**src/design/fpe_pkg.sv**
```systemverilog
// Constants and types shared by the flash sequencer files
package fpe_pkg;
  // Register byte offsets on the bus
  localparam logic [4:0] FPE_OFF_CTRL = 5'h00;
  localparam logic [4:0] FPE_OFF_BOUND = 5'h04;
  localparam logic [4:0] FPE_OFF_FADDR = 5'h08;
  localparam logic [4:0] FPE_OFF_FDATA = 5'h0C;
  localparam logic [4:0] FPE_OFF_STATUS = 5'h10;
  // Control register field positions
  localparam int FPE_CTRL_WRITE = 0;
  localparam int FPE_CTRL_CLEAR = 1;
  localparam int FPE_CTRL_WHOLE = 2;
  localparam int FPE_CTRL_HV = 3;
  // Reset values
  localparam logic [3:0] FPE_CTRL_RST = 4'h0;
  localparam logic [15:0] FPE_FADDR_RST = 16'h0000;
  localparam logic [7:0] FPE_FDATA_RST = 8'h00;
  // Protection encoding
  localparam logic [7:0] FPE_BOUND_OPEN = 8'hFF;
  localparam logic [7:0] FPE_BOUND_ALL_MAX = 8'h77;
  localparam logic [1:0] FPE_START_TOP = 2'h3;
  localparam logic [5:0] FPE_START_LOW = 6'h00;
  localparam logic [15:0] FPE_BOUND_ADDR = 16'hFFBE;
  localparam logic [15:0] FPE_TRIM_ADDR = 16'hFFC0;
  // Page of 64 bytes, row of 32 bytes
  localparam int FPE_PAGE_BITS = 6;
  localparam int FPE_ROW_BITS = 5;
  // Sequence states, Gray coded along the usual path
  typedef enum logic [2:0] {
    FPE_ST_IDLE = 3'h0,
    FPE_ST_SEL = 3'h1,
    FPE_ST_BREAD = 3'h3,
    FPE_ST_LATCH = 3'h2,
    FPE_ST_HV = 3'h6
  } fpe_state_t;
endpackage

```
**src/design/fpe_prot_if.sv**
```systemverilog
// Signals between the sequencer and its protection checker
`timescale 1ns/100ps
`default_nettype none
interface fpe_prot_if;
  logic [7:0] boundary;
  logic [15:0] target;
  logic whole;
  logic test_hv;
  logic allowed;
  modport req (output boundary, output target, output whole, output test_hv, input allowed);
  modport chk (input boundary, input target, input whole, input test_hv, output allowed);
endinterface
`default_nettype wire

```
**src/design/fpe_prot_check.sv**
```systemverilog
// Protection checker for a page, row or whole-array target
`timescale 1ns/100ps
`default_nettype none
module fpe_prot_check (
  fpe_prot_if.chk pif
);
  import fpe_pkg::*;
  logic [15:0] start;
  logic open_all;
  logic lock_all;
  logic in_range;
  logic bound_hit;

  always_comb begin
    start = {FPE_START_TOP, pif.boundary, FPE_START_LOW};
    open_all = (pif.boundary == FPE_BOUND_OPEN);
    lock_all = (pif.boundary <= FPE_BOUND_ALL_MAX);
    in_range = lock_all || (pif.target >= start);
    bound_hit = (pif.target[15:FPE_PAGE_BITS] == FPE_BOUND_ADDR[15:FPE_PAGE_BITS]);
    if (pif.whole) begin
      pif.allowed = open_all;
    end else if (open_all || pif.test_hv) begin
      pif.allowed = 1'b1;
    end else begin
      pif.allowed = !in_range && !bound_hit;
    end
  end
endmodule
`default_nettype wire

```
**src/design/fpe_flash_seq.sv**
```systemverilog
// Flash program and erase sequencer with block protection, AHB-Lite slave
// Notes on behaviour
// - Whole-array bit selects full erase
// - Clear and write selects never both set
// - Erase page is 64 aligned bytes
// - Dummy write address picks erased page
// - Full erase only when boundary all ones; not checked when the whole bit is set with or after the HV request
// - Program row is 32 aligned bytes
// - Write select latches program address, data
// - Vector page erase clears trim byte
// - Protected range refuses high voltage
// - Start address from boundary bits
// - Low values lock all, ones none
// - Test voltage overrides boundary protection, except for full erase
// - Boundary lives in flash, reset-proof
// - High voltage needs select and sequence
`timescale 1ns/100ps
`default_nettype none
module fpe_flash_seq (
  input wire logic hclk,
  input wire logic hresetn,
  input wire logic hsel,
  input wire logic [31:0] haddr,
  input wire logic [1:0] htrans,
  input wire logic hwrite,
  input wire logic [2:0] hsize,
  input wire logic [31:0] hwdata,
  input wire logic hready,
  output logic hreadyout,
  output logic hresp,
  output logic [31:0] hrdata,
  input wire logic [7:0] boundary_bits,
  input wire logic test_high_voltage,
  output logic [15:0] arr_addr,
  output logic [7:0] arr_wdata,
  output logic arr_we,
  output logic [15:0] arr_erase_base,
  output logic arr_write_op,
  output logic arr_clear_op,
  output logic arr_whole,
  output logic arr_high_voltage,
  output logic arr_trim_clear
);
  import fpe_pkg::*;

  fpe_prot_if pif ();

  fpe_state_t state_r;
  logic write_op_select_r;
  logic clear_op_select_r;
  logic whole_array_select_r;
  logic high_voltage_enable_r;
  logic [15:0] faddr_r;
  logic [7:0] fdata_r;
  logic [15:0] latch_addr_r;
  logic [7:0] latch_data_r;
  logic we_r;
  logic tvh_meta_r;
  logic tvh_sync_r;
  logic dp_rd_r;
  logic dp_wr_r;
  logic rd_ready_r;
  logic [4:0] dp_addr_r;
  logic [31:0] hrdata_r;
  logic [31:0] rd_mux;
  logic accept;
  logic wr_ctrl;
  logic wr_faddr;
  logic wr_fdata;
  logic rd_load;
  logic rd_bound;
  logic any_select;
  logic nxt_write;
  logic nxt_clear;
  logic nxt_whole;
  logic hv_req;
  logic hv_grant;

  // Bus handshake: reads take one wait state so data leaves a flop
  assign accept = hsel && htrans[1] && hready;
  assign hreadyout = !(dp_rd_r && !rd_ready_r);
  assign hresp = 1'b0;
  assign hrdata = hrdata_r;
  assign rd_load = dp_rd_r && !rd_ready_r;
  assign rd_bound = rd_load && (dp_addr_r == FPE_OFF_BOUND);
  assign wr_ctrl = dp_wr_r && (dp_addr_r == FPE_OFF_CTRL);
  assign wr_faddr = dp_wr_r && (dp_addr_r == FPE_OFF_FADDR);
  assign wr_fdata = dp_wr_r && (dp_addr_r == FPE_OFF_FDATA);

  always_ff @(posedge hclk or negedge hresetn) begin
    if (!hresetn) begin
      dp_rd_r <= 1'b0;
      dp_wr_r <= 1'b0;
      dp_addr_r <= 5'h00;
    end else if (hready) begin
      dp_rd_r <= accept && !hwrite;
      dp_wr_r <= accept && hwrite && (hsize == 3'h2);
      dp_addr_r <= accept ? {haddr[4:2], 2'h0} : dp_addr_r;
    end
  end

  always_ff @(posedge hclk or negedge hresetn) begin
    if (!hresetn) begin
      rd_ready_r <= 1'b0;
    end else if (rd_load) begin
      rd_ready_r <= 1'b1;
    end else if (hready) begin
      rd_ready_r <= 1'b0;
    end
  end

  // Read multiplexer; unmapped offsets read as zero
  always_comb begin
    rd_mux = 32'h0000_0000;
    case (dp_addr_r)
      FPE_OFF_CTRL: begin
        rd_mux[FPE_CTRL_WRITE] = write_op_select_r;
        rd_mux[FPE_CTRL_CLEAR] = clear_op_select_r;
        rd_mux[FPE_CTRL_WHOLE] = whole_array_select_r;
        rd_mux[FPE_CTRL_HV] = high_voltage_enable_r;
      end
      FPE_OFF_BOUND: rd_mux[7:0] = boundary_bits;
      FPE_OFF_FADDR: rd_mux[15:0] = faddr_r;
      FPE_OFF_FDATA: rd_mux[7:0] = fdata_r;
      FPE_OFF_STATUS: rd_mux[4:0] = {pif.allowed, tvh_sync_r, state_r};
      default: rd_mux = 32'h0000_0000;
    endcase
  end

  always_ff @(posedge hclk or negedge hresetn) begin
    if (!hresetn) begin
      hrdata_r <= 32'h0000_0000;
    end else if (rd_load) begin
      hrdata_r <= rd_mux;
    end
  end

  // Test voltage pin is asynchronous
  always_ff @(posedge hclk or negedge hresetn) begin
    if (!hresetn) begin
      tvh_meta_r <= 1'b0;
      tvh_sync_r <= 1'b0;
    end else begin
      tvh_meta_r <= test_high_voltage;
      tvh_sync_r <= tvh_meta_r;
    end
  end

  // Protection check on the latched target
  assign pif.boundary = boundary_bits;
  assign pif.target = latch_addr_r;
  assign pif.whole = whole_array_select_r;
  assign pif.test_hv = tvh_sync_r;

  fpe_prot_check u_check (
    .pif(pif)
  );

  // Select bits with interlock: a write asking for both leaves the write and clear selects unchanged
  always_comb begin
    nxt_write = write_op_select_r;
    nxt_clear = clear_op_select_r;
    nxt_whole = whole_array_select_r;
    hv_req = high_voltage_enable_r;
    if (wr_ctrl) begin
      nxt_whole = hwdata[FPE_CTRL_WHOLE];
      hv_req = hwdata[FPE_CTRL_HV];
      if (!(hwdata[FPE_CTRL_WRITE] && hwdata[FPE_CTRL_CLEAR])) begin
        nxt_write = hwdata[FPE_CTRL_WRITE] && !clear_op_select_r;
        nxt_clear = hwdata[FPE_CTRL_CLEAR] && !write_op_select_r;
        if (hwdata[FPE_CTRL_WRITE] && !hwdata[FPE_CTRL_CLEAR]) begin
          nxt_clear = 1'b0;
          nxt_write = 1'b1;
        end
        if (hwdata[FPE_CTRL_CLEAR] && !hwdata[FPE_CTRL_WRITE]) begin
          nxt_write = 1'b0;
          nxt_clear = 1'b1;
        end
      end
    end
  end

  always_ff @(posedge hclk or negedge hresetn) begin
    if (!hresetn) begin
      write_op_select_r <= FPE_CTRL_RST[FPE_CTRL_WRITE];
      clear_op_select_r <= FPE_CTRL_RST[FPE_CTRL_CLEAR];
      whole_array_select_r <= FPE_CTRL_RST[FPE_CTRL_WHOLE];
    end else if (wr_ctrl) begin
      write_op_select_r <= nxt_write;
      clear_op_select_r <= nxt_clear;
      whole_array_select_r <= nxt_whole;
    end
  end

  assign any_select = nxt_write || nxt_clear;

  // High voltage only once the sequence reached the latched step and the
  // target is not protected; a refused request simply leaves it low
  assign hv_grant = (state_r == FPE_ST_LATCH) && any_select && pif.allowed;

  always_ff @(posedge hclk or negedge hresetn) begin
    if (!hresetn) begin
      high_voltage_enable_r <= FPE_CTRL_RST[FPE_CTRL_HV];
    end else if (wr_ctrl) begin
      if (!hv_req) begin
        high_voltage_enable_r <= 1'b0;
      end else if (!high_voltage_enable_r) begin
        high_voltage_enable_r <= hv_grant;
      end
    end
  end

  // Sequence tracker
  always_ff @(posedge hclk or negedge hresetn) begin
    if (!hresetn) begin
      state_r <= FPE_ST_IDLE;
    end else begin
      case (state_r)
        FPE_ST_IDLE: begin
          if (wr_ctrl && any_select) begin
            state_r <= FPE_ST_SEL;
          end
        end
        FPE_ST_SEL: begin
          if (wr_ctrl && !any_select) begin
            state_r <= FPE_ST_IDLE;
          end else if (rd_bound) begin
            state_r <= FPE_ST_BREAD;
          end
        end
        FPE_ST_BREAD: begin
          if (wr_ctrl && !any_select) begin
            state_r <= FPE_ST_IDLE;
          end else if (wr_fdata) begin
            state_r <= FPE_ST_LATCH;
          end
        end
        FPE_ST_LATCH: begin
          if (wr_ctrl && !any_select) begin
            state_r <= FPE_ST_IDLE;
          end else if (wr_ctrl && hv_req && hv_grant) begin
            state_r <= FPE_ST_HV;
          end
        end
        FPE_ST_HV: begin
          if (wr_ctrl && !hv_req) begin
            state_r <= any_select ? FPE_ST_SEL : FPE_ST_IDLE;
          end
        end
        default: state_r <= FPE_ST_IDLE;
      endcase
    end
  end

  // Software-owned flash address and data
  always_ff @(posedge hclk or negedge hresetn) begin
    if (!hresetn) begin
      faddr_r <= FPE_FADDR_RST;
    end else if (wr_faddr) begin
      faddr_r <= hwdata[15:0];
    end
  end

  always_ff @(posedge hclk or negedge hresetn) begin
    if (!hresetn) begin
      fdata_r <= FPE_FDATA_RST;
    end else if (wr_fdata) begin
      fdata_r <= hwdata[7:0];
    end
  end

  // Setup write picks the target; program writes under high voltage
  // are latched and passed to the array one byte at a time
  always_ff @(posedge hclk or negedge hresetn) begin
    if (!hresetn) begin
      latch_addr_r <= FPE_FADDR_RST;
      latch_data_r <= FPE_FDATA_RST;
      we_r <= 1'b0;
    end else begin
      we_r <= 1'b0;
      if (wr_fdata && (state_r == FPE_ST_BREAD)) begin
        latch_addr_r <= faddr_r;
        latch_data_r <= hwdata[7:0];
      end else if (wr_fdata && (state_r == FPE_ST_HV) && write_op_select_r) begin
        latch_addr_r <= {latch_addr_r[15:FPE_ROW_BITS], faddr_r[FPE_ROW_BITS-1:0]};
        latch_data_r <= hwdata[7:0];
        we_r <= 1'b1;
      end
    end
  end

  // Array drive; programming writes stay inside the setup row
  assign arr_addr = latch_addr_r;
  assign arr_wdata = latch_data_r;
  assign arr_we = we_r;
  assign arr_erase_base = {latch_addr_r[15:FPE_PAGE_BITS], FPE_START_LOW};
  assign arr_write_op = write_op_select_r;
  assign arr_clear_op = clear_op_select_r;
  assign arr_whole = whole_array_select_r;
  assign arr_high_voltage = high_voltage_enable_r;
  // Vector page holds the trim byte
  assign arr_trim_clear = high_voltage_enable_r && clear_op_select_r && (whole_array_select_r
    || (arr_erase_base == FPE_TRIM_ADDR));
endmodule
`default_nettype wire

```
**config.mk**
```make
export PLATFORM = sky130hd
export DESIGN_NAME = fpe_flash_seq
export DESIGN_NICKNAME = d
export VERILOG_FILES = /design/src/design/fpe_pkg.sv /design/src/design/fpe_prot_if.sv /design/src/design/fpe_prot_check.sv /design/src/design/fpe_flash_seq.sv
export SDC_FILE = /design/constraint.sdc
export NUM_CORES = 1
export LEC_CHECK = 0
export BUFFER_PORTS_ARGS = -buffer_cell sky130_fd_sc_hd__buf_2
export CAP_MARGIN = 40
export CELL_PAD_IN_SITES_DETAIL_PLACEMENT = 1
export CELL_PAD_IN_SITES_GLOBAL_PLACEMENT = 2
export CORE_MARGIN = 1.5
export CORE_UTILIZATION = 26
export CTS_CLUSTER_SIZE = 40
export DETAILED_ROUTE_END_ITERATION = 6
export PLACE_DENSITY_LB_ADDON = 0.1
export SLEW_MARGIN = 20
export SYNTH_ARGS = -nofsm -noshare
export SYNTH_HDL_FRONTEND = slang
export SYNTH_SLANG_ARGS = --single-unit
```
**constraint.sdc**
```tcl
create_clock -name hclk -period 1.7 [get_ports hclk]
set_input_delay 0.255 -clock hclk [delete_from_list [all_inputs] [get_ports hclk]]
set_output_delay 0.255 -clock hclk [all_outputs]
set_load 0.02 [all_outputs]
```
* Word level (Yosys, flattened, before mapping)
Cells that the tools add are included.
Word-level totals: flip-flop bits (word level) 80, input bits 83, output and inout port bits 80, logic and storage cells 121
Cells by class: $lt $le $gt $ge 2, equality and inequality tests 17, muxes and demuxes 35, reduce and logical (&&, ||, !) cells 49
Operators by type and width (number):
- $logic_and A1 B1 Y1 | 28
- $mux W3 | 8
- $mux W8 | 3
- $eq A10 B10 Y1 const B | 2
- $pmux W4 S5 | 1
- $mux W1 | 18
- $ge A16 B16 Y1 | 1
- $mux W16 | 1
- $eq A3 B2 Y1 const B | 5
- $pmux W3 S5 | 1
- $logic_not A1 Y1 | 11
- $pmux W3 S3 | 1
- $eq A8 B8 Y1 const B | 1
- $le A8 B7 Y1 const B | 1
- $eq A3 B1 Y1 const B | 2
- $eq A3 B3 Y1 const B | 2
- $ne A3 B3 Y1 const B | 2
- $logic_not A5 Y1 | 1
- $mux W5 | 1
- $reduce_and A5 Y1 | 1
- $logic_or A1 B1 Y1 | 4
- $ne A2 B2 Y1 const B | 2
- $pmux W1 S4 | 1
- $reduce_bool A2 Y1 | 2
- 3 further kinds | 3

* Logic depth before layout (Yosys ltp)
word-level depth 13, gate-level depth with buffers 8, mapped depth without buffers 7

* Hierarchy
A second synthesis with hierarchy kept.
Second synthesis, totals: cell total of the unflattened synthesis 354, area total of the unflattened synthesis 3986.3 um2
By module, submodules not included:
- fpe_flash_seq | instances 1, cells an instance 315, area each 3704.8 um2
- fpe_prot_check | instances 1, cells an instance 39, area each 281.5 um2

* Least setup slack after synthesis
OpenSTA, ideal clock, no wires.
path type reg-to-reg, start point register latch_addr_r[6], in the netlist arr_addr[6], end point register state_r[2], library setup time 86 ps, arrival 1881 ps, required time 1614 ps, setup slack -267 ps, cell stages (with the launch flop) 8, path buffers 0, clock period less this slack 1967 ps, path through dfrtp_1 -> inv_1 -> ha_1 -> nor4bb_1 -> a221o_1 -> a311oi_1 -> nand4_1 -> a32oi_1
On the way: cells in the longest elaborated chain, start to end 10, elaborated cells between the ends (all ways) 12, those cells by class order compare (1); eq/ne (2); mux (2); reduce/logical (7)
Ends and longest elaborated chain:
- from (decl) | line fpe_flash_seq.sv:55 | logic [15:0] latch_addr_r;
- from (signal assigned) | line fpe_flash_seq.sv:282 | latch_addr_r <= faddr_r;
- from (signal assigned) | line fpe_flash_seq.sv:285 | latch_addr_r <= {latch_addr_r[15:FPE_ROW_BITS], faddr_r[FPE_ROW_BITS-1:0]};
- $ge A16 B16 Y1 | line fpe_prot_check.sv:18 | in_range = lock_all || (pif.target >= start);
- $logic_or A1 B1 Y1 | line fpe_prot_check.sv:18
- $logic_not A1 Y1 | line fpe_prot_check.sv:25 | pif.allowed = !in_range && !bound_hit;
- $logic_and A1 B1 Y1 (*) | line fpe_prot_check.sv:25
- $mux W1 (*) | line fpe_prot_check.sv:22 | end else if (open_all || pif.test_hv) begin
- $mux W1 (*) | line fpe_prot_check.sv:20 | if (pif.whole) begin
- $logic_and A1 B1 Y1 (*) | line fpe_flash_seq.sv:199 | assign hv_grant = (state_r == FPE_ST_LATCH) && any_select && pif.allowed;
- $logic_and A1 B1 Y1 (*) | line fpe_flash_seq.sv:241 | end else if (wr_ctrl && hv_req && hv_grant) begin
- $ne A3 B1 Y1 (no line) (*)
- $reduce_and A5 Y1 (no line) (*)
- to (signal assigned) | line fpe_flash_seq.sv:247 | state_r <= any_select ? FPE_ST_SEL : FPE_ST_IDLE;
- to (decl) | line fpe_flash_seq.sv:48 | fpe_state_t state_r;
Mark *: on every way between the ends. The rest lies on a longest branch, timed or not. A chain may end at the register's enable or synchronous reset.

* Final worst setup path
start point register latch_addr_r[6], in the netlist arr_addr[6], end point register high_voltage_enable_r, in the netlist arr_high_voltage
On the way: cells in the longest elaborated chain, start to end 9, elaborated cells between the ends (all ways) 11, those cells by class order compare (1); eq/ne (1); mux (4); reduce/logical (5)
Ends and longest elaborated chain:
- $ge A16 B16 Y1 | line fpe_prot_check.sv:18
- $logic_or A1 B1 Y1 | line fpe_prot_check.sv:18
- $logic_not A1 Y1 | line fpe_prot_check.sv:25
- $logic_and A1 B1 Y1 (*) | line fpe_prot_check.sv:25
- $mux W1 (*) | line fpe_prot_check.sv:22
- $mux W1 (*) | line fpe_prot_check.sv:20
- $logic_and A1 B1 Y1 (*) | line fpe_flash_seq.sv:199
- $mux W1 (*) | line fpe_flash_seq.sv:207 | end else if (!high_voltage_enable_r) begin
- $mux W1 (*) | line fpe_flash_seq.sv:205 | if (!hv_req) begin
- to (signal assigned) | line fpe_flash_seq.sv:203 | high_voltage_enable_r <= FPE_CTRL_RST[FPE_CTRL_HV];
- to (signal assigned) | line fpe_flash_seq.sv:208 | high_voltage_enable_r <= hv_grant;
- to (decl) | line fpe_flash_seq.sv:52 | logic high_voltage_enable_r;
Marks and branches as above.

==> results.yml <==
status:
  status: "finished with violations"
  violations: "negative setup slack"
layout:
  drive_gt1_share_pct: 45.63
  finalNetCount: 601
  final_common_cell: "buf_2"
  finalCoreUtilization_pct: 35.75
  syn2layout_area_growth_pct: 34.55
  diodes: 0
  final_cell_mix: "buf_2, dfrtp_1, buf_4, nand2_1, mux2_2"
run:
  drv_cap: 0
synth:
  ys_ff_latch: 80
  yosysUniqueCellTypes: 47
  synth-seq-area-share_pct: 49.75
  synthCells: 371
  synth.top_cell.area_share_pct: 49.75
  synth_area_um2: 4024
  synthArstFlopShare_pct: 100.0
  yosysWarnings: 0
  synth_area_leaders: "dfrtp_1, mux2_2, buf_4"
  synth.avg_cell_area_um2: 10.85
  synth_largest_area_cell: "dfrtp_1"
  synth_edf_count: 0
  ys.flop_type: "dfrtp_1"
pwr:
  seqPwrFrac_pct: 41.9
  pwr-share-clk_pct: 34.3
  p_leak_nw: 2.750
  combPwrFrac_pct: 23.8
  peakVddDrop_mv: 0.4371
  internal_power_mw: 3.692
  total_power_mw: 5.395
  p_switching_mw: 1.703
  power.share.switching_pct: 31.56
  power_density_nw_per_um2: 996.5
routing:
  wl_met3_um: 536
  avgViaCountPerCell: 4.620
  drtAntennaViolNets: 0
  drt-pass1-iter-count: 4
  drc: 0
  dr.max_layer_used: "met4"
  routedLengthMet1_um: 5900
  post_drt_wl_per_cell_um: 17.19
  drtIter0Drc: 109
  drt_wl_total_um: 12080
  met2_length_um: 5548
  vias: 3248
worst_setup_path:
  end_kind: "flip-flop"
  critical-path-slowest-cell: "dfrtp_2"
  max_stage_delay_ns: 0.40
  startpoint_type: "flip-flop"
  cp.required_ns: 1.99
  crit_fanout: 2
  path_cells: "inv_2 -> ha_4 -> nor4bb_1 -> a221o_1 -> a311oi_2 -> nand4_1 -> buf_4 -> nand3_1"
  critical_path_class: "flip-flop to flip-flop"
  arrival_ns: 2.13
clock_tree:
  clkTransAtPathRegs_ns: 0.06
  cts-root-buf: "clkbuf_16"
  clock_tree.buffer_depth: 2
  clk_latency_ns: 0.35
  cts_tree: "yes"
  htree_levels: 3
  numCtsBuffers: 9
  cts.sinks: 80
placement:
  hpwl_um: 9215
  pre_cts_ws_ns: -0.2142
  finalWeightedCongestion: 0.7508
  portBuffers: 93
timing:
  holdWs_ns: 0.02287
  hold_viol: 0
  rsz0062_at_grt: "yes"
  fmax_mhz: 544.1
  tns_ns: -0.3864
  setup_viol: 4
  min_period_over_period_pct: 108.1
  post-route-min-period_ns: 1.838
  post-route-worst-setup-slack_ns: -0.1378
  finalMaxSlewViolations: 0
  fin_skew_ns: 0.008364
grt:
  grtUsageTotal_pct: 15.80
  grt_pass1_wl_um: 19400
  antenna_found_initial: 0
  grt-ovfl-total: 0
  grt_max_degree: 29
  grt_pass1_vias: 3374
die:
  die_h_um: 127.4
  start_util_pct: 26.57
  die-area_um2: 16230
  io_pins: 163
  die_w_um: 127.4
  core_area_um2: 15150
  row_count: 45
hold_path:
  min_path_type: "input pin to flip-flop"
## per-stage QoR
step,instances,instance area [um2]
floorplan,393,4173
global placement,680,5007
detailed placement,680,5007
CTS,702,5384
global route,703,5414
finish,703,5414
## repair_timing
action / 4_1_cts / 5_1_grt
pin swaps: 8 / 2
gates resized for setup: 13 / 6
buffers inserted: 5 / 1
endpoints found under the setup margin: 28 / 29
gates cloned: 0 / 0
hold buffers: 1 / 0
hold endpoints to repair: 26 / 0
## critical path, delay by kind of cell, from the launching register on
family	cells	cell delay, ns
adders and majority gates	1	0.19
buffers and inverters	2	0.24
DFF	1	0.40
and+or+nand+nor	3	0.36
AOI/OAI and AO/OA	2	0.60
## cells by family (layout without fill, tap and decap cells)
kind of cell / count (synthesis) / in the layout / share of synthesized area, %
and+or+nand+nor: 102 / 102 / 13.18
muxes: 52 / 52 / 14.27
AOI/OAI and AO/OA: 63 / 63 / 10.35
DFF: 80 / 80 / 49.75
other: 1 / 23 / 0.09319
buffers and inverters: 65 / 187 / 9.857
adders and majority gates: 8 / 8 / 2.488
## metal layers
layer  vias to the layer above  global-route usage (%)
li1                       1539                       -
met1                      1620                   21.97
met2                        80                   24.58
met3                         9                   4.355
met4                         0                   3.409
met5                         -                       0
## synthesized netlist by cell type (2+ instances only)
cell,count
a21oi_1,14
a22o_1,8
a22oi_1,3
a311oi_1,2
a31oi_1,4
buf_2,5
buf_4,35
buf_6,2
clkbuf_1,7
dfrtp_1,80
ha_1,8
inv_1,15
mux2_2,43
mux2i_1,9
nand2_1,46
nand3_1,7
nand4_1,6
nand4b_1,2
nor2_1,19
nor2b_1,3
nor4_1,3
nor4bb_1,2
o21ai_0,15
o22a_1,4
o2bb2ai_1,2
o31ai_1,5
or3_1,2
## sequential cells by signal, summed over array words and instances (netlist names)
register	cells
arr_addr	16
arr_clear_op	1
arr_high_voltage	1
arr_wdata	8
arr_we	1
arr_whole	1
arr_write_op	1
dp_addr_r	3
dp_rd_r	1
dp_wr_r	1
faddr_r	16
fdata_r	8
hrdata	16
pif.test_hv	1
rd_ready_r	1
state_r	3
tvh_meta_r	1
## power groups by stage
stage | clock, mW | combinational (mW) | sequential [mW]
2_1_floorplan | 0 | 0.658 | 2.39
3_3_place_gp | 0 | 1.24 | 2.29
3_5_place_dp | 0 | 1.26 | 2.30
4_1_cts | 1.91 | 1.29 | 2.27
5_1_grt | 1.99 | 1.41 | 2.29
6_report | 1.85 | 1.28 | 2.26
## path summary, 6_finish.rpt
check	cells past startpoint	from	slack [ns]	to
setup reg to reg	8	arr_addr[6]$_DFFE_PN0P_	-0.14	arr_high_voltage$_DFFE_PN0P_
max in group asynchronous	3	hresetn	0.80	arr_addr[7]$_DFFE_PN0P_
hold reg to reg	0	tvh_meta_r$_DFF_PN0_	0.36	pif.test_hv$_DFF_PN0_
setup / recovery	8	arr_addr[6]$_DFFE_PN0P_	-0.14	arr_high_voltage$_DFFE_PN0P_
min in group asynchronous	2	hresetn	0.38	arr_wdata[1]$_DFFE_PN0P_
hold / removal	1	test_high_voltage	0.02	tvh_meta_r$_DFF_PN0_
## cell type report
cell class | count | area (um2)
clock buffers | 13 | 260.3
clock inverters | 3 | 17.52
fillers | 1729 | 9732
inverters | 16 | 60.06
multi-input cells | 248 | 1808
flip-flops and latches | 80 | 2004
well taps | 188 | 235.2
repair buffers | 155 | 1028
No activity file was read; power rests on OpenSTA's default activity.
